<file path="config.mk">
export PLATFORM = sky130hd
export DESIGN_NAME = asp_top
export DESIGN_NICKNAME = d
export VERILOG_FILES = /design/src/hdl/asp_fifo.v /design/src/hdl/asp_top.v
export VERILOG_INCLUDE_DIRS = /design/src /design/src/hdl
export SDC_FILE = /design/constraint.sdc
export NUM_CORES = 1
export LEC_CHECK = 0
export ABC_AREA = 1
export BUFFER_PORTS_ARGS = -buffer_cell sky130_fd_sc_hd__buf_4
export CORE_AREA = 3 3 253 255
export CTS_CLUSTER_DIAMETER = 150
export DETAILED_ROUTE_END_ITERATION = 12
export DIE_AREA = 0 0 256 258
export PLACE_DENSITY = 0.74
export SYNTH_ARGS = -nofsm -noshare
export SYNTH_HDL_FRONTEND = slang
export SYNTH_SLANG_ARGS = --single-unit
</file>
<file path="constraint.sdc">
create_clock -name clk -period 16.05 [get_ports clk]
set_input_delay 2.4075 -clock clk [delete_from_list [all_inputs] [get_ports clk]]
set_output_delay 2.4075 -clock clk [all_outputs]
set_load 0.1 [all_outputs]
</file>
<file path="src/hdl/asp_consts.vh">
// Register map, field positions, codes and reset values of the audio port.
`ifndef ASP_CONSTS_VH
`define ASP_CONSTS_VH
`define ASP_OFF_CTRL 8'h00
`define ASP_OFF_CLKDIV 8'h04
`define ASP_OFF_TDM 8'h08
`define ASP_OFF_TXDATA 8'h0C
`define ASP_OFF_RXDATA 8'h10
`define ASP_OFF_STATUS 8'h14
`define ASP_OFF_INTSTAT 8'h18
`define ASP_OFF_INTMASK 8'h1C
`define ASP_CTRL_W 11
`define ASP_CTRL_TXEN 0
`define ASP_CTRL_RXEN 1
`define ASP_CTRL_MASTER 2
`define ASP_CTRL_FMT 4:3
`define ASP_CTRL_SIZE 6:5
`define ASP_CTRL_ZERO 7
`define ASP_CTRL_RXRST 8
`define ASP_CTRL_TXDMA 9
`define ASP_CTRL_RXDMA 10
`define ASP_CTRL_RST 11'h100
`define ASP_CLKDIV_RST 8'h07
`define ASP_TDM_W 5
`define ASP_TDM_CH 2:0
`define ASP_TDM_SLOT 4:3
`define ASP_TDM_RST 5'h1F
`define ASP_FMT_STD 2'h0
`define ASP_FMT_LJ 2'h1
`define ASP_FMT_RJ 2'h2
`define ASP_FMT_TDM 2'h3
`define ASP_STD_SLOTW 6'h20
`define ASP_STD_LAST 3'h1
`define ASP_WORD 6'h20
`define ASP_INT_W 2
`define ASP_INT_RXOVF 0
`define ASP_INT_TXUND 1
`endif

</file>
<file path="src/hdl/asp_fifo.v">
// Flip-flop FIFO with valid/ready on both sides.
`timescale 1ns/1ns
module asp_fifo #(
  parameter W = 32,
  parameter AW = 3
) (
  input wire clk,
  input wire rst,
  input wire wr_valid,
  input wire [W-1:0] wr_data,
  output wire wr_ready,
  output wire rd_valid,
  input wire rd_ready,
  output wire [W-1:0] rd_data
);
  reg [W-1:0] mem_ff [0:(1<<AW)-1];
  reg [AW:0] wp_ff;
  reg [AW:0] rp_ff;
  wire do_wr;
  wire do_rd;

  assign wr_ready = !((wp_ff[AW] != rp_ff[AW]) &&
                      (wp_ff[AW-1:0] == rp_ff[AW-1:0]));
  assign rd_valid = (wp_ff != rp_ff);
  assign rd_data = mem_ff[rp_ff[AW-1:0]];
  assign do_wr = wr_valid && wr_ready;
  assign do_rd = rd_ready && rd_valid;

  always @(posedge clk) begin
    if (do_wr) begin
      mem_ff[wp_ff[AW-1:0]] <= wr_data;
    end
  end

  always @(posedge clk or posedge rst) begin
    if (rst) begin
      wp_ff <= {(AW+1){1'b0}};
      rp_ff <= {(AW+1){1'b0}};
    end else begin
      if (do_wr) begin
        wp_ff <= wp_ff + {{AW{1'b0}}, 1'b1};
      end
      if (do_rd) begin
        rp_ff <= rp_ff + {{AW{1'b0}}, 1'b1};
      end
    end
  end
endmodule

</file>
<file path="src/hdl/asp_top.v">
// Full-duplex serial audio port with APB registers, FIFOs and DMA requests.
`timescale 1ns/1ns
`include "asp_consts.vh"

module asp_top #(
  parameter FIFO_AW = 3
) (
  input wire clk,
  input wire rst,
  input wire psel,
  input wire penable,
  input wire pwrite,
  input wire [7:0] paddr,
  input wire [31:0] pwdata,
  output wire [31:0] prdata,
  output wire pready,
  output wire pslverr,
  input wire bclk_i,
  output wire bclk_o,
  output wire bclk_oe,
  input wire fs_i,
  output wire fs_o,
  output wire fs_oe,
  input wire sdin,
  output wire sdout,
  output wire dma_tx_req,
  output wire dma_rx_req,
  output wire irq
);

  // ***********************************************************
  // Functions
  // ***********************************************************
  function [5:0] size_bits;
    input [1:0] code;
    begin
      case (code)
        2'h0: size_bits = 6'h08;
        2'h1: size_bits = 6'h10;
        2'h2: size_bits = 6'h18;
        default: size_bits = 6'h20;
      endcase
    end
  endfunction

  // Level of the frame sync for a given bit position.
  function fs_level;
    input [1:0] fmt;
    input [5:0] pos;
    input [2:0] slot;
    begin
      case (fmt)
        `ASP_FMT_STD: fs_level = (slot != 3'h0);
        `ASP_FMT_TDM: fs_level = (slot == 3'h0) && (pos == 6'h00);
        default: fs_level = (slot == 3'h0);
      endcase
    end
  endfunction

  // ***********************************************************
  // Registers and declarations
  // ***********************************************************
  reg [`ASP_CTRL_W-1:0] ctrl_ff;
  reg [7:0] clkdiv_ff;
  reg [`ASP_TDM_W-1:0] tdm_ff;
  reg [`ASP_INT_W-1:0] stat_ff;
  reg [`ASP_INT_W-1:0] mask_ff;
  reg [31:0] prdata_ff;
  reg pready_ff;
  reg pslverr_ff;
  reg irq_ff;
  reg dma_tx_ff;
  reg dma_rx_ff;
  reg bclk_s1_ff, bclk_s2_ff, bclk_s3_ff;
  reg fs_s1_ff, fs_s2_ff, fs_s3_ff;
  reg sd_s1_ff, sd_s2_ff;
  reg [7:0] div_ff;
  reg bclk_ff;
  reg fs_ff;
  reg [5:0] pos_ff;
  reg [2:0] slot_ff;
  reg [31:0] tx_sr_ff;
  reg [31:0] last_ff;
  reg [31:0] rx_sr_ff;
  reg [5:0] rcnt_ff;

  wire tx_en = ctrl_ff[`ASP_CTRL_TXEN];
  wire rx_en = ctrl_ff[`ASP_CTRL_RXEN];
  wire master = ctrl_ff[`ASP_CTRL_MASTER];
  wire [1:0] fmt = ctrl_ff[`ASP_CTRL_FMT];
  wire rx_rst = ctrl_ff[`ASP_CTRL_RXRST];
  wire active = tx_en || rx_en;
  wire [5:0] size = size_bits(ctrl_ff[`ASP_CTRL_SIZE]);

  wire tx_wr_ready, tx_rd_valid, rx_wr_ready, rx_rd_valid;
  wire [31:0] tx_rd_data, rx_rd_data;
  reg tx_pop;
  reg rx_push;
  reg [31:0] rx_word;

  // ***********************************************************
  // APB slave
  // ***********************************************************
  wire setup = psel && !penable;
  wire acc = psel && penable && pready_ff;
  wire wr_acc = acc && pwrite;
  wire rd_acc = acc && !pwrite;
  wire tx_push = wr_acc && (paddr == `ASP_OFF_TXDATA);
  wire rx_pop = rd_acc && (paddr == `ASP_OFF_RXDATA);
  wire stat_rd = rd_acc && (paddr == `ASP_OFF_INTSTAT);

  reg [31:0] rd_mux;
  reg mapped;
  always @* begin
    rd_mux = 32'h0000_0000;
    mapped = 1'b1;
    case (paddr)
      `ASP_OFF_CTRL: rd_mux[`ASP_CTRL_W-1:0] = ctrl_ff;
      `ASP_OFF_CLKDIV: rd_mux[7:0] = clkdiv_ff;
      `ASP_OFF_TDM: rd_mux[`ASP_TDM_W-1:0] = tdm_ff;
      `ASP_OFF_TXDATA: rd_mux = 32'h0000_0000;
      `ASP_OFF_RXDATA: rd_mux = rx_rd_valid ? rx_rd_data : 32'h0000_0000;
      `ASP_OFF_STATUS: rd_mux[3:0] = {!rx_rd_valid, !rx_wr_ready,
                                      !tx_rd_valid, !tx_wr_ready};
      `ASP_OFF_INTSTAT: rd_mux[`ASP_INT_W-1:0] = stat_ff;
      `ASP_OFF_INTMASK: rd_mux[`ASP_INT_W-1:0] = mask_ff;
      default: mapped = 1'b0;
    endcase
  end

  always @(posedge clk or posedge rst) begin
    if (rst) begin
      ctrl_ff <= `ASP_CTRL_RST;
      clkdiv_ff <= `ASP_CLKDIV_RST;
      tdm_ff <= `ASP_TDM_RST;
      mask_ff <= {`ASP_INT_W{1'b0}};
      prdata_ff <= 32'h0000_0000;
      pready_ff <= 1'b0;
      pslverr_ff <= 1'b0;
    end else begin
      pready_ff <= setup;
      if (setup) begin
        prdata_ff <= rd_mux;
        pslverr_ff <= !mapped;
      end else if (acc) begin
        pslverr_ff <= 1'b0;
      end
      if (wr_acc) begin
        case (paddr)
          `ASP_OFF_CTRL: ctrl_ff <= pwdata[`ASP_CTRL_W-1:0];
          `ASP_OFF_CLKDIV: clkdiv_ff <= pwdata[7:0];
          `ASP_OFF_TDM: tdm_ff <= pwdata[`ASP_TDM_W-1:0];
          `ASP_OFF_INTMASK: mask_ff <= pwdata[`ASP_INT_W-1:0];
          default: ctrl_ff <= ctrl_ff;
        endcase
      end
    end
  end

  // ***********************************************************
  // Pin synchronisers
  // ***********************************************************
  always @(posedge clk or posedge rst) begin
    if (rst) begin
      bclk_s1_ff <= 1'b0;
      bclk_s2_ff <= 1'b0;
      bclk_s3_ff <= 1'b0;
      fs_s1_ff <= 1'b0;
      fs_s2_ff <= 1'b0;
      fs_s3_ff <= 1'b0;
      sd_s1_ff <= 1'b0;
      sd_s2_ff <= 1'b0;
    end else begin
      bclk_s1_ff <= bclk_i;
      bclk_s2_ff <= bclk_s1_ff;
      bclk_s3_ff <= bclk_s2_ff;
      fs_s1_ff <= fs_i;
      fs_s2_ff <= fs_s1_ff;
      fs_s3_ff <= fs_s2_ff;
      sd_s1_ff <= sdin;
      sd_s2_ff <= sd_s1_ff;
    end
  end

  // ***********************************************************
  // Bit clock: divider as master, edge finder as slave
  // ***********************************************************
  // Half period is clkdiv+1 cycles; the divider sets the frame rate.
  // The input path adds two cycles, so keep clkdiv at 2 or more.
  wire tick = (div_ff == clkdiv_ff);
  // clock source chosen by master bit
  wire rise_ev = master ? (active && tick && !bclk_ff)
                        : (bclk_s2_ff && !bclk_s3_ff);
  wire fall_ev = master ? (active && tick && bclk_ff)
                        : (!bclk_s2_ff && bclk_s3_ff);

  always @(posedge clk or posedge rst) begin
    if (rst) begin
      div_ff <= 8'h00;
      bclk_ff <= 1'b0;
    end else if (!master || !active) begin
      div_ff <= 8'h00;
      bclk_ff <= 1'b0;
    end else if (tick) begin
      div_ff <= 8'h00;
      bclk_ff <= !bclk_ff;
    end else begin
      div_ff <= div_ff + 8'h01;
    end
  end

  // ***********************************************************
  // Frame position
  // ***********************************************************
  // standard slot width fixed
  wire tdm = (fmt == `ASP_FMT_TDM);
  wire [5:0] slotw = tdm ? size_bits(tdm_ff[`ASP_TDM_SLOT]) : `ASP_STD_SLOTW;
  wire [2:0] last_slot = tdm ? tdm_ff[`ASP_TDM_CH] : `ASP_STD_LAST;
  wire start_lvl = (fmt != `ASP_FMT_STD);
  // Sync moves with the falling bit clock, so both cross the synchronisers
  // together; a frame start is thus seen on the fall that opens bit zero.
  wire fstart = !master && fall_ev && (fs_s2_ff == start_lvl) &&
                (fs_s3_ff != start_lvl);
  wire [5:0] cur_pos = fstart ? 6'h00 : pos_ff;
  wire [5:0] nxt_pos = fstart ? 6'h00 :
                       (pos_ff == slotw - 6'h01) ? 6'h00 : pos_ff + 6'h01;
  wire [2:0] nxt_slot = fstart ? 3'h0 :
                        (pos_ff != slotw - 6'h01) ? slot_ff :
                        (slot_ff == last_slot) ? 3'h0 : slot_ff + 3'h1;

  // one bit delay in standard and TDM
  wire dly = (fmt == `ASP_FMT_STD) || tdm;
  wire [5:0] off = (fmt == `ASP_FMT_RJ) ? slotw - size : 6'h00;
  wire [5:0] start = off + {5'h00, dly};

  // one clock and sync for both paths
  always @(posedge clk or posedge rst) begin
    if (rst) begin
      pos_ff <= 6'h00;
      slot_ff <= 3'h0;
      fs_ff <= 1'b0;
    end else if (!active) begin
      pos_ff <= 6'h00;
      slot_ff <= 3'h0;
      fs_ff <= 1'b0;
    end else if (fstart) begin
      pos_ff <= 6'h00;
      slot_ff <= 3'h0;
    end else if (fall_ev) begin
      pos_ff <= nxt_pos;
      slot_ff <= nxt_slot;
      fs_ff <= master && fs_level(fmt, nxt_pos, nxt_slot);
    end
  end

  // ***********************************************************
  // Serializer
  // ***********************************************************
  reg [31:0] tx_sample;
  reg tx_und;
  always @* begin
    tx_pop = 1'b0;
    tx_und = 1'b0;
    tx_sample = 32'h0000_0000;
    if (tx_en && fall_ev && nxt_pos == start) begin
      if (tx_rd_valid) begin
        tx_pop = 1'b1;
        tx_sample = tx_rd_data;
      end else begin
        tx_und = 1'b1;
        tx_sample = ctrl_ff[`ASP_CTRL_ZERO] ? 32'h0000_0000 : last_ff;
      end
    end
  end

  // load and shift out MSB first
  always @(posedge clk or posedge rst) begin
    if (rst) begin
      tx_sr_ff <= 32'h0000_0000;
      last_ff <= 32'h0000_0000;
    end else if (!tx_en) begin
      tx_sr_ff <= 32'h0000_0000;
    end else if (fall_ev) begin
      if (nxt_pos == start) begin
        tx_sr_ff <= tx_sample << (`ASP_WORD - size);
        if (tx_pop) begin
          last_ff <= tx_rd_data;
        end
      end else begin
        tx_sr_ff <= {tx_sr_ff[30:0], 1'b0};
      end
    end
  end

  // ***********************************************************
  // Deserializer
  // ***********************************************************
  // A zero count means idle, so bits before the first slot are ignored.
  wire rx_go = rx_en && !rx_rst && rise_ev;
  wire rx_first = (cur_pos == start);
  wire [5:0] rx_cnt = rx_first ? 6'h01 : rcnt_ff + 6'h01;
  wire rx_take = rx_go && (rx_first || rcnt_ff != 6'h00);
  wire rx_done = rx_take && (rx_cnt == size);
  wire rx_ovf = rx_done && !rx_wr_ready;

  always @* begin
    rx_word = rx_first ? {31'h0000_0000, sd_s2_ff}
                       : {rx_sr_ff[30:0], sd_s2_ff};
    rx_push = rx_done && rx_wr_ready;
  end

  always @(posedge clk or posedge rst) begin
    if (rst) begin
      rx_sr_ff <= 32'h0000_0000;
      rcnt_ff <= 6'h00;
    end else if (!rx_en || rx_rst) begin
      rx_sr_ff <= 32'h0000_0000;
      rcnt_ff <= 6'h00;
    end else if (rx_take) begin
      rx_sr_ff <= rx_word;
      rcnt_ff <= rx_done ? 6'h00 : rx_cnt;
    end
  end

  // ***********************************************************
  // FIFOs
  // ***********************************************************
  asp_fifo #(.W(32), .AW(FIFO_AW)) u_tx_fifo (
    .clk(clk),
    .rst(rst),
    .wr_valid(tx_push),
    .wr_data(pwdata),
    .wr_ready(tx_wr_ready),
    .rd_valid(tx_rd_valid),
    .rd_ready(tx_pop),
    .rd_data(tx_rd_data)
  );

  asp_fifo #(.W(32), .AW(FIFO_AW)) u_rx_fifo (
    .clk(clk),
    .rst(rst),
    .wr_valid(rx_push),
    .wr_data(rx_word),
    .wr_ready(rx_wr_ready),
    .rd_valid(rx_rd_valid),
    .rd_ready(rx_pop),
    .rd_data(rx_rd_data)
  );

  // ***********************************************************
  // Status, interrupt and DMA requests
  // ***********************************************************
  // A read clears only the bits it returned; a new event wins over it.
  wire [`ASP_INT_W-1:0] ev;
  assign ev[`ASP_INT_RXOVF] = rx_ovf;
  assign ev[`ASP_INT_TXUND] = tx_und;
  wire [`ASP_INT_W-1:0] clr = stat_rd ? prdata_ff[`ASP_INT_W-1:0]
                                      : {`ASP_INT_W{1'b0}};
  wire [`ASP_INT_W-1:0] nxt_stat = (stat_ff & ~clr) | ev;

  // each path enabled on its own
  always @(posedge clk or posedge rst) begin
    if (rst) begin
      stat_ff <= {`ASP_INT_W{1'b0}};
      irq_ff <= 1'b0;
      dma_tx_ff <= 1'b0;
      dma_rx_ff <= 1'b0;
    end else begin
      stat_ff <= nxt_stat;
      irq_ff <= |(nxt_stat & mask_ff);
      dma_tx_ff <= ctrl_ff[`ASP_CTRL_TXDMA] && tx_en && tx_wr_ready;
      dma_rx_ff <= ctrl_ff[`ASP_CTRL_RXDMA] && rx_rd_valid;
    end
  end

  assign prdata = prdata_ff;
  assign pready = pready_ff;
  assign pslverr = pslverr_ff;
  assign bclk_o = bclk_ff;
  assign bclk_oe = master;
  assign fs_o = fs_ff;
  assign fs_oe = master;
  assign sdout = tx_sr_ff[31];
  assign dma_tx_req = dma_tx_ff;
  assign dma_rx_req = dma_rx_ff;
  assign irq = irq_ff;
endmodule

</file>
== Yosys cells after proc, flatten, opt, wreduce, memory -nomap -nowiden ==
Memory sizes are Yosys's and may differ from the RTL's.
Index checks and enable logic that the tools add are counted.
Storage, ports and cells
  flip-flop bits (word level): 209
  RAM bits: 512
  memories kept: 2
Memories
  u_rx_fifo.mem_ff: depth 8, width 32, read ports 1, clocked after memory_dff 0, wr ports 1, RTL line asp_fifo.v:16  | reg [W-1:0] mem_ff [0:(1<<AW)-1];
  u_tx_fifo.mem_ff: depth 8, width 32, read ports 1, clocked after memory_dff 0, wr ports 1, RTL line asp_fifo.v:16
Operators by class
  add/sub/neg operators: 12
  eq/ne operators: 32
  shift-type cells: 1
  mux-type cells: 62
  bitwise gates (word level): 4
  reductions and logical operators: 74
Operators by type and width (number)
  $mux 32: 8
  $mux 6: 12
  $mux 31: 2
  $pmux 6 s3: 2
  $logic_and 1x1->1: 35
  $eq 8x5->1 const B: 4
  $shl 32x6->32: 1
  $eq 6x6->1: 4
  $mux 1: 21
  $mux 21: 1
  $mux 3: 7
  $add 4x1->4 const B: 4
  $eq 8x4->1 const B: 2
  $mux 8: 2
  $logic_not 1->1: 14
  $pmux 2 s7: 1
  $add 6x1->6 const B: 2
  $pmux 2 s5: 1
  $reduce_and 2->1: 5
  $eq 3x3->1: 3
  $pmux 3 s3: 1
  $add 8x1->8 const B: 1
  $eq 2x2->1 const B: 4
  $eq 8x3->1 const B: 1
  other kinds (32): 47

== Logic depth before layout (Yosys ltp) ==
  word-level depth: 18
  gate-level depth with buffers: 27

== Cells and area by module ==
From an unflattened synthesis, not the netlist that was laid out.
Unflattened totals
  cells, all modules: 3015
  area, all modules: 31196.2 um^2
Modules (own cells, without submodules)
  asp_fifo at u_tx_fifo: times used 1, cells an instance 808, area an instance 10452.5 um^2
  asp_fifo at u_rx_fifo: times used 1, cells an instance 808, area an instance 10447.5 um^2
  asp_top: times used 1, cells an instance 1399, area an instance 10296.1 um^2

== Least setup slack after synthesis ==
OpenSTA, ideal clock, no wires.
  path kind: input -> register
  start point: input paddr[1]
  end point: memory u_tx_fifo.mem_ff[4][0] (enable)
  setup time: 461 ps
  data arrival time: 5494 ps
  slack: 10095 ps
  stages: 8
  buffers on the path: 0
  path through: nor2_1 > nand2_1 > nor2_1 > nand2_1 > inv_1 > nand3_1 > or2_2 > nor3_1
On the way
  longest elaborated chain between the ends: 5
RTL lines
  from (decl): RTL line asp_top.v:13  | input wire [7:0] paddr,
  $eq 8x4->1
  $logic_and 1x1->1: RTL line asp_top.v:108  | wire tx_push = wr_acc && (paddr == `ASP_OFF_TXDATA);
  $logic_and 1x1->1: RTL line asp_fifo.v:26  | assign do_wr = wr_valid && wr_ready;
  $mux 1: RTL line asp_fifo.v:30  | if (do_wr) begin
  $mux 1 (implied by the code): RTL line asp_fifo.v:31  | mem_ff[wp_ff[AW-1:0]] <= wr_data;
  to (decl): RTL line asp_fifo.v:16
No other way between the ends.

== Final worst setup path ==
  start point: register ctrl_ff[5]
  end point: memory u_rx_fifo.mem_ff[4][19] (enable)
On the way
  longest elaborated chain between the ends: 13
  elaborated cells on any way between the ends: 17
  those cells by class: add/sub (2); eq/ne (4); mux (5); reduce/logical (6)
RTL lines
  from (decl): RTL line asp_top.v:63  | reg [`ASP_CTRL_W-1:0] ctrl_ff;
  from (signal assigned): RTL line asp_top.v:133  | ctrl_ff <= `ASP_CTRL_RST;
  from (signal assigned): RTL line asp_top.v:150  | `ASP_OFF_CTRL: ctrl_ff <= pwdata[`ASP_CTRL_W-1:0];
  from (signal assigned): RTL line asp_top.v:154  | default: ctrl_ff <= ctrl_ff;
  $eq 2x2->1, or another cell as far along: RTL line asp_top.v:37  | case (code)
  $pmux 6 s3 (*): RTL line asp_top.v:37
  $sub 6x6->6: RTL line asp_top.v:233  | wire [5:0] off = (fmt == `ASP_FMT_RJ) ? slotw - size : 6'h00;
  $mux 6: RTL line asp_top.v:233
  $add 6x1->6: RTL line asp_top.v:234  | wire [5:0] start = off + {5'h00, dly};
  $eq 6x6->1: RTL line asp_top.v:300  | wire rx_first = (cur_pos == start);
  $mux 6 or $logic_or 1x1->1 (tied branches): RTL line asp_top.v:301, asp_top.v:302
  $eq 6x6->1 or $logic_and 1x1->1 (tied branches): RTL line asp_top.v:303, asp_top.v:302
  $logic_and 1x1->1 (*): RTL line asp_top.v:303  | wire rx_done = rx_take && (rx_cnt == size);
  $logic_and 1x1->1 (*): RTL line asp_top.v:309  | rx_push = rx_done && rx_wr_ready;
  $logic_and 1x1->1 (*): RTL line asp_fifo.v:26
  $mux 1 (*): RTL line asp_fifo.v:30
  $mux 1 (implied by the code) (*): RTL line asp_fifo.v:31
  to (decl): RTL line asp_fifo.v:16
Every way passes the cells marked *; elsewhere a longest branch is shown, timed or not.

==> results.md <==
- Post-CTS Resized: 0
- Maximum clock path buffer count: 3
- I/O Buffers: 89
- Synth Area per Inst: 10.3 um2
- Remaining routing DRC violations: 0
- Critical path arrival: 6.61 ns
- Status: complete, no violations
- Routability cong.: 0.897
- Synthesized flop and latch total: 721
- Final ANT Viol Nets: 0
- MaxCap Viol Count: 0
- Via count: 21800
- Period utilisation layout: 39.8%
- Overflow after GRT: 0
- Finished Layout Cells: 3920
- Final cell utilization of the core: 56.1%
- I/O pin cnt: 90
- CP Data Required Time: 16.28 ns
- Total GRT Usage: 22.5%
- Total nets after synthesis: 3056
- Sequential area share after synthesis: 66.7%
- Least-Margin Pin Slew: 1.20 ns
- Total area of sequential cells: 20600 um2
- DR pass1 iterations: 5
- Worst IR drop on VDD: 0.000120 V
- Critical path class: reg2reg
- Share of layout cells above drive strength 1: 9.16%
- Hold Path Class: reg2reg
- Commonest non-fill, non-tap cell in the layout: nand2_1
- Pwr/cell area: 109 nW/um2
- Core Box Area: 61800 um2
- Number of flops mapped to enable cells by yosys: 512
- Top post-synthesis cells by area: edfxtp_1, dfrtp_1, nand2_1
- Row count: 91
- Final Skew: 0.0268 ns
- CP max FO: 35
- Die X-Extent: 256 um
- Hold buffers post-CTS: 0
- Inst Count DP: 3783
- Final Max Tran Viols: 0
- DR WL/cell: 19.0 um
- CTS tree: done
- Cells after Synth: 2987
- Die area: 66000 um2
- Area delta synth->final: 12.3%
- Final hold vios: 0
- Top FF cell, synth: edfxtp_1
- Hold depth: 0
- Synth top area share: 49.7%
- Reg2Reg Depth: 20
- Crit end category: flop
- Total CTS buffers: 73
- Cell Area, Synth: 30900 um2
- Number of synthesis warnings: 0
- Die extent in y: 258 um
- Initial antenna violation count: 4
- Nets: 3090
- Initial Utilization: 50.0%
- CP max stage cell: nor2_4
- Yosys cell types: 50
- H-tree depth: 3
- Fmax: 157 MHz
- First-pass GRT wire length: 117000 um
- Startpoint types: flop
- Initial DRC Count: 2343
- Postcts setup bufs: 0
- Final WL: 74600 um
- Sink Count: 721
- Setup-failing EPs final: 0
- Max stage delay on crit path: 1.02 ns
- CTS clk-pin slew, worst paths: 0.06 ns
- Largest net degree at the start of global routing: 111
- Vias in the first global route: 20900
- Filler cells: 5096
- WHS: 0.359 ns
- Cell Chain, Critical Path: inv_1 > ha_1 > nor2_2 > buf_4 > clkinv_1 > ha_1 > fa_1 > xor2_1 > nand2_1 > nand2_1 > nand2_1 > xnor2_1 > nand3_1 > nand2_1 > nand2_1 > inv_1 > nand4_1 > nor2_2 > nand3_1 > nor2_4
- Crit path top cell by count: nand2_1
- RSZ-0062 raised after global routing: no
- Post-DP HPWL: 43100 um
- Vias per std cell: 5.56
- Commonest cells after routing, fill and taps aside: nand2_1, edfxtp_1, nor2_1
- LEAKAGE: 0.0132 uW
- Final TNS setup: 0 ns
- Synth async-reset ratio: 29.0%
- Multi-input gate area: 8990 um2
- Largest area contributor in the netlist: edfxtp_1
- Later-pin clock latency in the skew report: 0.62 ns
- Clk root buf: clkbuf_16
- Period minus WS final: 6.39 ns
- Slew margin rel.: 19.5%
-- per-layer routing --
metal	share of wire, %	GRT usage (%)	vias up
met3	7.6	4.19	157
li1	-	-	10300
met4	3.1	8.31	0
met5	0	0	-
met2	47	36.2	879
met1	42	30.7	10500
-- path summary, 6_finish.rpt --
check,from,to,slack (ns)
min in group asynchronous,rst,fs_s1_ff,1.90
hold reg to reg,fs_s1_ff,fs_s2_ff,0.36
setup / recovery,ctrl_ff[5],u_rx_fifo.mem_ff[4][19],9.66
setup reg to reg,ctrl_ff[5],u_rx_fifo.mem_ff[4][19],9.66
hold / removal,fs_s1_ff,fs_s2_ff,0.36
max in group asynchronous,rst,u_rx_fifo.rp_ff[0],12.82
-- cells in the mapped netlist (3+ instances only) --
library cell / number
nor2_4: 3
dfstp_2: 9
inv_1: 185
a221oi_1: 4
edfxtp_1: 512
nand4_1: 32
nand3b_1: 4
buf_4: 6
buf_6: 7
a21oi_1: 31
clkbuf_1: 115
buf_2: 20
dfrtp_1: 200
nor3_1: 17
o21ai_1: 36
ha_1: 20
o31ai_1: 3
a31oi_1: 9
nor2_1: 392
buf_1: 13
o211ai_1: 3
o21ai_0: 380
o22ai_1: 122
o221ai_1: 3
xor2_1: 28
a22oi_1: 6
nor2_2: 5
and3_1: 3
inv_2: 3
nand2_1: 714
nand3_1: 68
nand3_2: 3
xnor2_1: 4
-- cell families after synthesis --
group           Yosys count  share of synthesized area [%]
compound gates          608                           10.7
xor+xnor                 32                          0.907
fa+ha+maj                21                          0.874
buf+inv                 351                           4.59
flops                   721                           66.7
mux                       2                         0.0729
simple gates           1252                           16.2
-- report_power, final --
group          internal [uW]  switching, uW  total, uW
combinational           23.3           73.9       97.2
sequential              1990           7.41       2000
clock                    998            704       1700
-- cell type report --
type                    instances  share of cell area [%]
repair buffers                120                    2.60
inverters                     190                    2.08
diodes                          4                  0.0288
multi-input cells            1915                    25.9
flip-flops and latches        721                    59.4
clock buffers                 109                    5.98
well taps                     837                    3.02
clock inverters                24                   0.934
-- critical path: cells and delay by family, from the launching register on --
| kind | cells | cell delay (ns) |
|---|---|---|
| AND/OR/NAND/NOR | 11 | 2.80 |
| flip-flops | 1 | 0.40 |
| adder cells (fa/ha/maj) | 3 | 1.22 |
| buffers and inverters | 4 | 1.26 |
| XOR/XNOR | 2 | 0.30 |
-- flip-flops by register name, indices dropped and copies added, names as in the netlist, 5 cells and up --
register,flops
ctrl_ff,11
pos_ff,6
div_ff,8
clkdiv_ff,8
rcnt_ff,6
tx_sr_ff,32
u_tx_fifo.mem_ff,256
last_ff,32
u_rx_fifo.mem_ff,256
rx_sr_ff,31
tdm_ff,5
prdata,32
-- metrics by stage --
step	cell area [um2]	setup WS (ns)	power [uW]
floorplan	30900	7.95	2090
global placement	32300	9.93	2130
detailed placement	32300	9.77	2130
CTS	34700	9.74	3820
global route	34700	9.17	3900
finish	34700	9.66	3800
(Power assumes the default switching activity.)
